$ cat src/ebm_pkg.sv
package ebm_pkg;
  localparam int CLK_PERIOD_NS = 4;
  localparam logic [1:0] SIZE_LONG = 2'h0;
  localparam logic [1:0] SIZE_BYTE = 2'h1;
  localparam logic [1:0] SIZE_WORD = 2'h2;
  localparam logic [1:0] SIZE_THREE = 2'h3;
  localparam logic [2:0] SPACE_DATA = 3'h5;
  localparam logic [2:0] SPACE_PROGRAM = 3'h6;
  localparam logic [2:0] SPACE_CPU = 3'h7;
  localparam int ADDR_WIDTH = 20;
  localparam int UPPER_LINES = 4;
  localparam int DATA_WIDTH = 16;
  localparam int TOP_DRIVEN_LINE = 19;
  localparam int BYTE_OFFSET_BIT = 0;
  localparam logic [2:0] STEP_COUNT = 3'h3;
  localparam logic [2:0] STEP_ZERO = 3'h0;
  localparam logic [2:0] STEP_ONE = 3'h1;
  localparam logic [2:0] STEP_TWO = 3'h2;

  typedef enum logic [1:0] {
    EBM_KIND_DATA,
    EBM_KIND_PROGRAM,
    EBM_KIND_CPU,
    EBM_KIND_IACK
  } ebm_kind_t;

  typedef struct packed {
    logic [ADDR_WIDTH-1:0] addr;
    logic [1:0] size;
    logic write;
    ebm_kind_t kind;
    logic [31:0] wdata;
  } ebm_req_t;

  typedef struct packed {
    logic [31:0] rdata;
    logic bus_error;
    logic fault;
    logic autovector;
  } ebm_resp_t;

  typedef struct packed {
    logic [ADDR_WIDTH+UPPER_LINES-1:0] addr;
    logic size_code_hi;
    logic size_code_lo;
    logic [2:0] space_code;
    logic read_not_write;
    logic address_valid_strobe_n;
    logic data_timing_strobe_n;
    logic [DATA_WIDTH-1:0] data_out;
    logic data_oe;
  } ebm_pins_t;

  typedef struct packed {
    logic wide_ack_n;
    logic narrow_ack_n;
    logic bus_fault_in_n;
    logic halt_n;
    logic auto_vector_in_n;
  } ebm_term_t;
endpackage

$ cat src/ebm_lane.sv
`timescale 1ns/1ns
module ebm_lane
  import ebm_pkg::*;
(
  input wire logic [1:0] i_size,
  input wire logic i_offset,
  input wire logic [31:0] i_wdata,
  input wire logic [1:0] i_done,
  output logic [15:0] o_lanes
);
  logic [7:0] byte0;
  logic [7:0] byte1;
  logic [2:0] idx;
  always_comb begin
    // Bytes still owed begin at index done; operand byte zero is most significant
    idx = {1'b0, i_done};
    byte0 = i_wdata[31 - 8*idx -: 8];
    byte1 = (idx == STEP_COUNT) ? byte0 : i_wdata[23 - 8*idx -: 8];
    if (i_size == SIZE_BYTE || i_offset) begin
      o_lanes = {byte0, byte0};
    end else begin
      o_lanes = {byte0, byte1};
    end
  end
endmodule // ebm_lane

$ cat src/ebm_master.sv
`timescale 1ns/1ns
// Overview of operation
// - Drive size code of bytes still to move: byte, word, three, long.
// - Space code top bit always one; data, program or control space 7.
// - Space code stable whenever address-valid strobe is asserted.
// - Low twenty lines carry most significant byte address; upper four copy bit 19.
// - Address-valid strobe asserts half a clock after cycle start.
// - Read data captured on final falling edge of the cycle.
// - Write cycles drive all sixteen data lines.
// - Write data driven half a clock after address-valid strobe.
// - Read: data timing strobe asserts with address-valid strobe.
// - Write: data timing strobe one clock after address-valid strobe.
// - Ack pair: both high waits, narrow ends 8-bit, wide ends 16-bit, both low reserved.
// - Bus fault ends cycle; with stop request also asserted, bus error taken.
// - Autovector ends interrupt-acknowledge cycles only; ignored elsewhere.
// - Autovector held asserted gives autovectors for every external interrupt.
// - Each cycle assumes a 16-bit port and tries widest transfer.
// - Long word via 16-bit port: high word first, low word next.
// - Long-word read from 8-bit port takes four byte cycles.
// - Odd-offset word or long is misaligned; one cycle moves one aligned word at most.
// - Misaligned long word runs as two misaligned word transfers.
// - Operand byte zero is most significant.
// - Bytes per cycle never exceed size code; remaining bytes follow.
module ebm_master
  import ebm_pkg::*;
(
  input wire logic i_clk_sys,
  input wire logic i_reset,
  input wire logic i_req_valid,
  input wire ebm_req_t i_req,
  output logic o_req_ready,
  output ebm_resp_t o_resp,
  output logic o_resp_valid,
  input wire ebm_term_t i_term,
  input wire logic [DATA_WIDTH-1:0] i_data,
  output ebm_pins_t o_pins
);
  // Phases: each clock is split into a rising-edge half (H) and falling-edge half
  typedef enum logic [2:0] {
    EBM_IDLE,
    EBM_START,
    EBM_ADDR,
    EBM_DATA,
    EBM_WAIT,
    EBM_END
  } ebm_phase_t;

  typedef struct packed {
    ebm_phase_t phase;
    ebm_req_t req;
    logic [1:0] done;
    logic [ADDR_WIDTH-1:0] addr;
    logic [1:0] size;
    logic [31:0] rdata;
    logic [1:0] take;
    logic fault;
    logic bus_error;
    logic autovector;
    logic resp_valid;
    ebm_resp_t resp;
    logic as_n;
    logic ds_n;
    logic oe;
    logic [DATA_WIDTH-1:0] dout;
  } ebm_state_t;

  ebm_state_t state;
  ebm_state_t next_state;
  logic [15:0] lanes;
  logic [15:0] fall_data;
  logic [15:0] fall_rdata;
  logic fall_as_n;
  logic fall_oe;

  function automatic logic [1:0] ebm_size_code(input logic [2:0] left);
    case (left)
      3'h1: ebm_size_code = SIZE_BYTE;
      3'h2: ebm_size_code = SIZE_WORD;
      3'h3: ebm_size_code = SIZE_THREE;
      default: ebm_size_code = SIZE_LONG;
    endcase
  endfunction

  function automatic logic [2:0] ebm_bytes(input logic [1:0] code);
    case (code)
      SIZE_BYTE: ebm_bytes = 3'h1;
      SIZE_WORD: ebm_bytes = 3'h2;
      SIZE_THREE: ebm_bytes = 3'h3;
      default: ebm_bytes = 3'h4;
    endcase
  endfunction

  function automatic logic [2:0] ebm_space(input ebm_kind_t kind);
    case (kind)
      EBM_KIND_PROGRAM: ebm_space = SPACE_PROGRAM;
      EBM_KIND_DATA: ebm_space = SPACE_DATA;
      default: ebm_space = SPACE_CPU;
    endcase
  endfunction

  ebm_lane u_lane (
    .i_size(state.size),
    .i_offset(state.addr[BYTE_OFFSET_BIT]),
    .i_wdata(state.req.wdata),
    .i_done(state.done),
    .o_lanes(lanes)
  );

  always_comb begin
    logic [2:0] left;
    logic [2:0] moved;
    logic [2:0] total;
    logic ack_wide;
    logic ack_narrow;
    logic ack_ok;
    logic fault;
    logic auto_vector_in;
    logic [2:0] new_done;
    logic [7:0] hi_byte;
    logic [7:0] lo_byte;
    left = 3'h0;
    moved = 3'h0;
    total = 3'h0;
    new_done = 3'h0;
    // Read data come from the falling-edge latch, not from the live pins
    hi_byte = fall_rdata[15:8];
    lo_byte = fall_rdata[7:0];
    next_state = state;
    next_state.resp_valid = 1'b0;
    ack_wide = ~i_term.wide_ack_n & i_term.narrow_ack_n;
    ack_narrow = i_term.wide_ack_n & ~i_term.narrow_ack_n;
    ack_ok = ack_wide | ack_narrow;
    fault = ~i_term.bus_fault_in_n;
    auto_vector_in = ~i_term.auto_vector_in_n && state.req.kind == EBM_KIND_IACK;
    total = ebm_bytes(state.req.size);
    case (state.phase)
      EBM_IDLE: begin
        if (i_req_valid) begin
          next_state.req = i_req;
          next_state.done = 2'h0;
          next_state.addr = i_req.addr;
          // A long word at an odd address runs as two misaligned words
          if (i_req.size == SIZE_LONG && i_req.addr[BYTE_OFFSET_BIT]) begin
            next_state.size = SIZE_WORD;
          end else begin
            next_state.size = i_req.size;
          end
          next_state.rdata = 32'h0;
          next_state.fault = 1'b0;
          next_state.bus_error = 1'b0;
          next_state.autovector = 1'b0;
          next_state.phase = EBM_START;
        end
      end
      EBM_START: begin
        // Strobe goes out on the falling edge that follows this rising edge
        next_state.phase = EBM_ADDR;
        next_state.as_n = 1'b0;
        next_state.ds_n = state.req.write;
        next_state.dout = lanes;
      end
      EBM_ADDR: begin
        next_state.oe = state.req.write;
        next_state.ds_n = 1'b0;
        next_state.phase = EBM_WAIT;
      end
      EBM_WAIT: begin
        // Wait states while neither ack nor fault nor autovector shows
        if (ack_ok || fault || auto_vector_in) begin
          // Narrow ports live on the upper lane; a wide port hands an odd byte on the lower lane
          if (ack_wide && state.addr[BYTE_OFFSET_BIT]) begin
            hi_byte = fall_rdata[7:0];
          end
          // Widest transfer first; odd offset or narrow port moves one byte
          if (ack_wide && !state.addr[BYTE_OFFSET_BIT] && state.size != SIZE_BYTE) begin
            moved = 3'h2;
          end else begin
            moved = 3'h1;
          end
          left = total - {1'b0, state.done};
          if (moved > left) begin
            moved = left;
          end
          if (!state.req.write) begin
            next_state.rdata[31 - 8*state.done -: 8] = hi_byte;
            if (moved == 3'h2) begin
              next_state.rdata[23 - 8*state.done -: 8] = lo_byte;
            end
          end
          new_done = {1'b0, state.done} + moved;
          next_state.done = new_done[1:0];
          next_state.fault = fault;
          next_state.bus_error = fault & ~i_term.halt_n;
          // In an acknowledge cycle the autovector input wins over a port acknowledge
          next_state.autovector = auto_vector_in & ~fault;
          next_state.addr = state.addr + {{(ADDR_WIDTH-3){1'b0}}, moved};
          if (state.req.size == SIZE_LONG && state.req.addr[BYTE_OFFSET_BIT]) begin
            next_state.size = new_done[0] ? SIZE_BYTE : SIZE_WORD;
          end else begin
            next_state.size = ebm_size_code(left - moved);
          end
          next_state.as_n = 1'b1;
          next_state.ds_n = 1'b1;
          next_state.oe = 1'b0;
          next_state.phase = EBM_END;
          if (fault || auto_vector_in || left == moved) begin
            next_state.resp.rdata = next_state.rdata;
            next_state.resp.fault = next_state.fault;
            next_state.resp.bus_error = next_state.bus_error;
            next_state.resp.autovector = next_state.autovector;
            next_state.resp_valid = 1'b1;
            next_state.phase = EBM_IDLE;
          end else begin
            next_state.phase = EBM_START;
          end
        end
      end
      default: begin
        next_state.phase = EBM_IDLE;
      end
    endcase
  end

  always_ff @(posedge i_clk_sys) begin
    if (i_reset) begin
      state <= '0;
      state.phase <= EBM_IDLE;
      state.as_n <= 1'b1;
      state.ds_n <= 1'b1;
    end else begin
      state <= next_state;
    end
  end

  // Half-clock timing: address strobe, output-enable copy, write data and read data update on the falling edge
  always_ff @(negedge i_clk_sys) begin
    if (i_reset) begin
      fall_as_n <= 1'b1;
      fall_oe <= 1'b0;
      fall_data <= 16'h0000;
      fall_rdata <= 16'h0000;
    end else begin
      fall_as_n <= state.as_n;
      fall_oe <= state.oe;
      fall_data <= state.dout;
      fall_rdata <= i_data;
    end
  end

  always_comb begin
    o_req_ready = (state.phase == EBM_IDLE);
    o_resp = state.resp;
    o_resp_valid = state.resp_valid;
    o_pins.addr = {{UPPER_LINES{state.addr[TOP_DRIVEN_LINE]}}, state.addr};
    o_pins.size_code_hi = state.size[1];
    o_pins.size_code_lo = state.size[0];
    o_pins.space_code = ebm_space(state.req.kind);
    o_pins.read_not_write = ~state.req.write;
    o_pins.address_valid_strobe_n = fall_as_n;
    o_pins.data_timing_strobe_n = state.req.write ? (fall_as_n | state.ds_n | ~fall_oe) : (fall_as_n | state.ds_n);
    o_pins.data_out = fall_data;
    // Drivers turn on at the rising edge half a clock after the address strobe
    o_pins.data_oe = state.oe;
  end
  // Read data used at the terminating rising edge were latched on the falling edge before it
endmodule // ebm_master

$ cat config.mk
export PLATFORM = sky130hd
export DESIGN_NAME = ebm_master
export DESIGN_NICKNAME = d
export VERILOG_FILES = /design/src/ebm_pkg.sv /design/src/ebm_lane.sv /design/src/ebm_master.sv
export SDC_FILE = /design/constraint.sdc
export NUM_CORES = 1
export LEC_CHECK = 0
export CORE_UTILIZATION = 50
export CTS_CLUSTER_SIZE = 12
export DETAILED_ROUTE_END_ITERATION = 10
export DONT_BUFFER_PORTS = 1
export HOLD_SLACK_MARGIN = 0.03
export SLEW_MARGIN = 20
export SYNTH_ARGS = -nofsm -noshare
export SYNTH_HDL_FRONTEND = slang
export SYNTH_SLANG_ARGS = --single-unit
$ cat constraint.sdc
create_clock -name i_clk_sys -period 4.9 [get_ports i_clk_sys]
set_input_delay 0.49 -clock i_clk_sys [delete_from_list [all_inputs] [get_ports i_clk_sys]]
set_output_delay 0.49 -clock i_clk_sys [all_outputs]
set_load 0.05 [all_outputs]
==> out/metrics.yaml, run 1 <==
logic_synthesis:
  yosys.area_share.simple_pct: 20.9
  synthAdderAreaFrac_pct: 2.47
  synth_top_area_share_pct: 37.1
  syn_area_per_cell_sq_um: 8.22
  syn_inst: 1221
  netlist_area_sq_um: 10000
  ys_async_sr_fraction_pct: 0
  synth_seq_area_share_pct: 37.1
  synth_ff_type: "dfxtp_1"
  synth-seq-cells: 186
  synth_compound_area_share_pct: 22.0
  synth_mux_area_share_pct: 7.76
  synth_fp_nets: 1320
  ys_top_cells_by_count: "nand2_1 (190), dfxtp_1 (186), a21oi_1 (108)"
  ys_warn_count: 0
  synth_edf_count: 0
  synth_xor_area_share_pct: 0.174
  yosys.area.top_type: "dfxtp_1"
  netlist-cell-type-count: 71
  yosys-top-cells-area: "dfxtp_1 (37%), nand2_1 (7.1%), a21oi_1 (5.4%), buf_4 (4.9%), o21ai_0 (4.4%)"
  yosysMostFrequentCell: "nand2_1"
  synth_top_family_by_area: "compound AO/OA/AOI/OAI gates"
clocking:
  cts_hold_buffers: 0
  clk_pin_slew_worst_paths_ns: 0.08
  postCtsSetupBuffers: 0
  cts_tree: "built"
  htreeDepth: 4
  cts_root_buf: "clkbuf_16"
  clk_latency_ns: 0.49
  cts.sinks: 186
  cts.repair.resized: 0
  clk_path_buf_depth: 2
  numCtsBuffers: 17
finish:
  layout-drive-gt1-share_pct: 8.31
  final_nets: 1241
  synthToLayoutAreaGrowth_pct: 4.50
  ff_latch_area_sq_um: 3730
  multi_input_area_sq_um: 5400
  final_cell_area_sq_um: 10500
  fin_util_pct: 53.6
  fill_cells: 1866
sta:
  finalSetupViolations: 0
  worst_pin_slew_ns: 1.05
  slew_headroom_pct: 30.0
  fin_skew_ns: 0.0401
  tns_ns: 0
  rsz0062_at_grt: "false"
  final_max_slew_viol_count: 0
  hold_ws_ns: 0.133
  hold_violations: 0
routing:
  vias: 8482
  first_pass_iters: 5
  ant_nets: 0
  wl_per_cell_microns: 19.2
  first_iter_violations: 535
  vias_per_cell: 5.97
  drc: 0
  wl_mm: 27.3
global_routing:
  grt_pass1_vias: 7797
  grt_overflow: 0
  antenna_found_initial: 1
  grt.total_usage_pct: 27.1
  grt_pass1_wl_mm: 43.1
  grt_max_degree: 127
worst_setup_path:
  critPathKind: "reg -> out"
  arrival_ns: 4.03
  endpoint_kind: "output port"
  worstPathRequired_ns: 4.41
  cp_max_fo: 2
  worstSetupStartpointType: "flop"
power_and_ir_drop:
  power.density_cell_area_nw_per_um2: 357
  vdd_drop_max_v: 0.000235
  leakage_nw: 3.87
die:
  rows: 51
  design.core.area_sq_um: 19600
  die_w_microns: 144
  dieHeight_microns: 144
  start_util_pct: 51.3
  io_pins: 167
  dieArea_sq_um: 20700
run:
  cap_violations: 0
worst_hold_path:
  hold_path_class: "in -> reg"
place:
  port_buffers: 0
  routabilityCongestion: 0.894
  placed_area_sq_um: 9720
  dp.final_hpwl_mm: 18.6
status:
  status: "completed"
==> cell type report <==
| type | count | share of cell area (%) |
|---|---|---|
| diodes | 1 | 0.0238 |
| multi-input cells | 857 | 51.5 |
| clock inverters | 48 | 3.08 |
| inverters | 23 | 0.823 |
| flip-flops and latches | 186 | 35.5 |
| well taps | 265 | 3.16 |
| clock buffers | 18 | 4.29 |
| repair buffers | 23 | 1.65 |
==> metal layers <==
metal / routed length, microns / vias to the layer above / GRT usage (%)
li1: - / 4156 / -
met1: 12000 / 3995 / 34.9
met2: 12700 / 280 / 43.1
met3: 1630 / 51 / 5.16
met4: 954 / 0 / 13.8
met5: 0 / - / 0
==> where the power goes <==
| group | switching (mW) | internal [mW] |
|---|---|---|
| sequential | 0.108 | 1.57 |
| clock | 0.811 | 0.780 |
| combinational | 0.309 | 0.168 |
==> sequential cells by signal (all words and copies together), names as in the netlist <==
register	flops
state	93
o_resp	35
o_pins	23
fall_data	16
fall_rdata	16
fall_as_n	1
fall_oe	1
o_resp_valid	1
==> cells by family (layout without fill, tap and decap cells) <==
group	after synthesis	in the layout
XOR/XNOR	2	2
AND/OR/NAND/NOR	429	429
AO/OA/AOI/OAI	349	349
other	2	3
multiplexers	57	57
flip-flops	186	186
buffers and inverters	178	112
adder cells (fa/ha/maj)	18	18
==> through the flow <==
stage          instances  worst slack, ns  total power, mW
2_1_floorplan       1221            0.598             2.15
3_3_place_gp        1355            0.801             2.23
3_5_place_dp        1355            0.668             2.23
4_1_cts             1420            0.363             3.77
5_1_grt             1421            0.179             3.91
6_report            1421            0.377             3.75
==> cell usage in the layout, fill, tap and decap left out, drive strengths merged, types with 4 or more instances in the layout <==
| cell | synthesis | routed |
|---|---|---|
| nor2 | 63 | 63 |
| clkbuf | 63 | 18 |
| o31ai | 15 | 15 |
| nor4 | 20 | 20 |
| and2 | 8 | 8 |
| a22o | 6 | 6 |
| mux4 | 16 | 16 |
| nand2b | 10 | 10 |
| nand4 | 6 | 6 |
| dfxtp | 186 | 186 |
| nand2 | 190 | 190 |
| clkinv | 1 | 6 |
| nor3 | 33 | 33 |
| nor4bb | 8 | 8 |
| a211oi | 17 | 17 |
| o21ai | 91 | 91 |
| inv | 23 | 65 |
| buf | 91 | 23 |
| o211ai | 25 | 25 |
| and3 | 5 | 5 |
| a31oi | 5 | 5 |
| mux2 | 4 | 4 |
| mux2i | 37 | 37 |
| o22ai | 10 | 10 |
| a311oi | 4 | 4 |
| a21oi | 108 | 108 |
| or3 | 4 | 4 |
| o21a | 25 | 25 |
| nand3 | 19 | 19 |
| nor2b | 38 | 38 |
| a2111oi | 11 | 11 |
| and4b | 8 | 8 |
| ha | 15 | 15 |
| o221ai | 6 | 6 |
| a221oi | 9 | 9 |
==> final timing paths <==
kind | from | end | slack [ns] | depth (start not counted)
max | fall_as_n | o_pins[17] | 0.38 | 3
max reg2reg | state[151] | o_pins[43] | 0.62 | 15
min reg2reg | state[10] | state[10] | 0.45 | 2
min | i_reset | state[11] | 0.13 | 1
==> critical path, stage by stage (launching register included) <==
cell and delay (ns):
dfxtp_1 0.66, nor2_1 0.07, o21ai_1 0.14, buf_4 0.23
(Power assumes the default switching activity.)
==> run 2: changes to the inputs <==
ABC_AREA = 1   (was unset)
==> out/metrics.yaml, run 2 <==
place:
  placed_area_sq_um: 9950
  dp.final_hpwl_mm: 19.3
  pre_cts_slack_ns: 0.829
  port_buffers: 0
  routabilityCongestion: 0.894
logic_synthesis:
  ys_warn_count: 0
  syn_inst: 1627
  netlist_area_sq_um: 10400
  synth-seq-cells: 186
  synth_seq_area_share_pct: 35.6
  yosys-top-cells-area: "dfxtp_1 (36%), nand2_1 (17%), a21oi_1 (6.6%), nor2_1 (6.0%), nand3_1 (5.9%)"
  syn_area_per_cell_sq_um: 6.42
  synth_top_area_share_pct: 35.6
  synth_ff_type: "dfxtp_1"
  ys_top_cells_by_count: "nand2_1 (487), dfxtp_1 (186), nor2_1 (166)"
  yosysMostFrequentCell: "nand2_1"
  synth_fp_nets: 1726
  synth_edf_count: 0
  yosys.area.top_type: "dfxtp_1"
  ys_async_sr_fraction_pct: 0
  netlist-cell-type-count: 42
finish:
  largest_register: "state"
  fin_util_pct: 52.8
  final_nets: 1637
  multi_input_area_sq_um: 5190
  final_cell_area_sq_um: 10700
  layout-drive-gt1-share_pct: 4.84
  fill_cells: 2082
  ff_latch_area_sq_um: 3720
  final_common_cell: "nand2_1"
  largest_reg_flops: 93
  synthToLayoutAreaGrowth_pct: 2.84
  diodes: 0
  final_cell_mix: "nand2_1 (487), dfxtp_1 (185), inv_1 (177), nor2_1 (166), a21oi_1 (138)"
sta:
  hold_violations: 0
  final_max_slew_viol_count: 0
  rsz0062_at_grt: "false"
  worst_pin_slew_ns: 1.04
  tns_ns: 0
  fin_skew_ns: 0.0403
  finalWorstSetupSlack_ns: 0.622
  slew_headroom_pct: 30.9
  finalSetupViolations: 0
power_and_ir_drop:
  vdd_drop_max_v: 0.000228
  leakage_nw: 5.12
  power.density_cell_area_nw_per_um2: 358
worst_setup_path:
  critPathKind: "reg -> out"
  worst_path_most_repeated_cell: "buf_4"
  worst_path_max_delay_cell: "dfxtp_1"
  crit_path_cell_trace: "buf_4 -> nor2_1 -> o21ai_1 -> buf_4"
  crit-reg2reg-launch: "fall_rdata[3]"
  crit_end: "o_pins[17]"
  crit_family: "buffers and inverters"
  critPathMaxStageDelay_ns: 0.30
  cp_max_fo: 2
  worstPathRequired_ns: 4.41
  cp.depth: 4
  worstSetupStartpointType: "flop"
  cp_num_buf_inv: 2
  reg2reg_setup_slack_ns: 0.72
  arrival_ns: 3.79
  cp-startpoint: "fall_as_n"
  r2r_cells: 12
  endpoint_kind: "output port"
  r2r-end: "state[79]"
clocking:
  clk_pin_slew_worst_paths_ns: 0.08
  cts_hold_buffers: 0
  clk_latency_ns: 0.48
  cts.repair.resized: 0
  clk_path_buf_depth: 2
  cts.sinks: 186
  cts_root_buf: "clkbuf_16"
  cts_tree: "built"
  postCtsSetupBuffers: 0
  htreeDepth: 4
  numCtsBuffers: 17
worst_hold_path:
  hold_start: "i_reset"
  hold_path_class: "in -> reg"
routing:
  vias_per_cell: 5.29
  wl_per_cell_microns: 15.8
  vias: 9637
  drc: 0
  first_pass_iters: 5
  first_iter_violations: 717
  wl_mm: 28.9
  ant_nets: 0
run:
  cap_violations: 0
global_routing:
  grt_max_degree: 114
  antenna_found_initial: 1
  grt_pass1_wl_mm: 47.0
  grt.total_usage_pct: 27.5
  grt_pass1_vias: 9105
  grt_overflow: 0
die:
  io_pins: 167
  start_util_pct: 51.3
  die_w_microns: 147
  rows: 52
  dieHeight_microns: 147
  dieArea_sq_um: 21500
  design.core.area_sq_um: 20400
status:
  status: "completed"
run 2: cell count changes in the layout (fill, tap and decap cells not counted), moves of 20 or more:
cell	previous run	this run
mux2i_1	36	0
nor2_1	62	166
o21a_1	25	0
inv_1	56	177
nand3_1	19	124
o21ai_1	2	32
nor3_1	31	7
nand2_1	190	487
nor2b_1	38	0
a21oi_1	108	138
nor4_1	20	0
run 2: cells by family after synthesis:
kind of cell	after synthesis	synth area share, %
XOR/XNOR	7	0.587
flip-flops	186	35.6
buffers and inverters	312	14.7
other	2	0.0719
AND/OR/NAND/NOR	804	31.3
adder cells (fa/ha/maj)	18	2.37
AO/OA/AOI/OAI	298	15.4
run 2: power by group:
part	switching (mW)	internal (mW)
Combinational	0.357	0.131
Sequential	0.131	1.59
Clock	0.862	0.781
Total	1.35	2.50
run 2: how the worst min path moves through the flow:
stage / cells after the start / end
final: 1 / state[62]
after global routing: 1 / state[63]
after CTS: 1 / state[63]
after detailed placement: 2 / state[153]
after global placement: 2 / state[153]
after floorplan: 2 / state[132]
run 2: worst register-to-register path, stage by stage, from the launching register on:
cell	delay (ns)
dfxtp_1	0.34
nand3_1	0.08
nand2_1	0.26
nand3_1	0.15
nand2_1	0.12
nand2_1	0.05
nand2_1	0.07
nand3_1	0.06
nand2_1	0.10
nand2_1	0.05
nand2_1	0.13
nand2_1	0.07
a21oi_1	0.15
run 2: metrics by stage:
step                total power, mW  hold slack, ns  instances
global route                   4.04           0.101       1821
floorplan                      2.22           0.437       1627
finish                         3.85           0.122       1821
CTS                            3.88          0.0981       1821
detailed placement             2.28           0.456       1756
global placement               2.28           0.447       1756
run 2: cell type report:
type	count	share of cell area [%]
Clock inverter	49	3.42
Inverter	154	5.38
Sequential cell	186	34.7
Tap cell	270	3.14
Timing Repair Buffer	16	1.12
Clock buffer	17	3.96
Multi-Input combinational cell	1129	48.3
run 2: routing by layer:
layer  GRT usage, %  share of wire (%)  vias up
met5              0              0.035        -
met4           9.53                2.1        2
met3           5.09                5.0       42
met2           47.4                 49      248
met1           34.2                 44     4429
li1               -                  -     4916
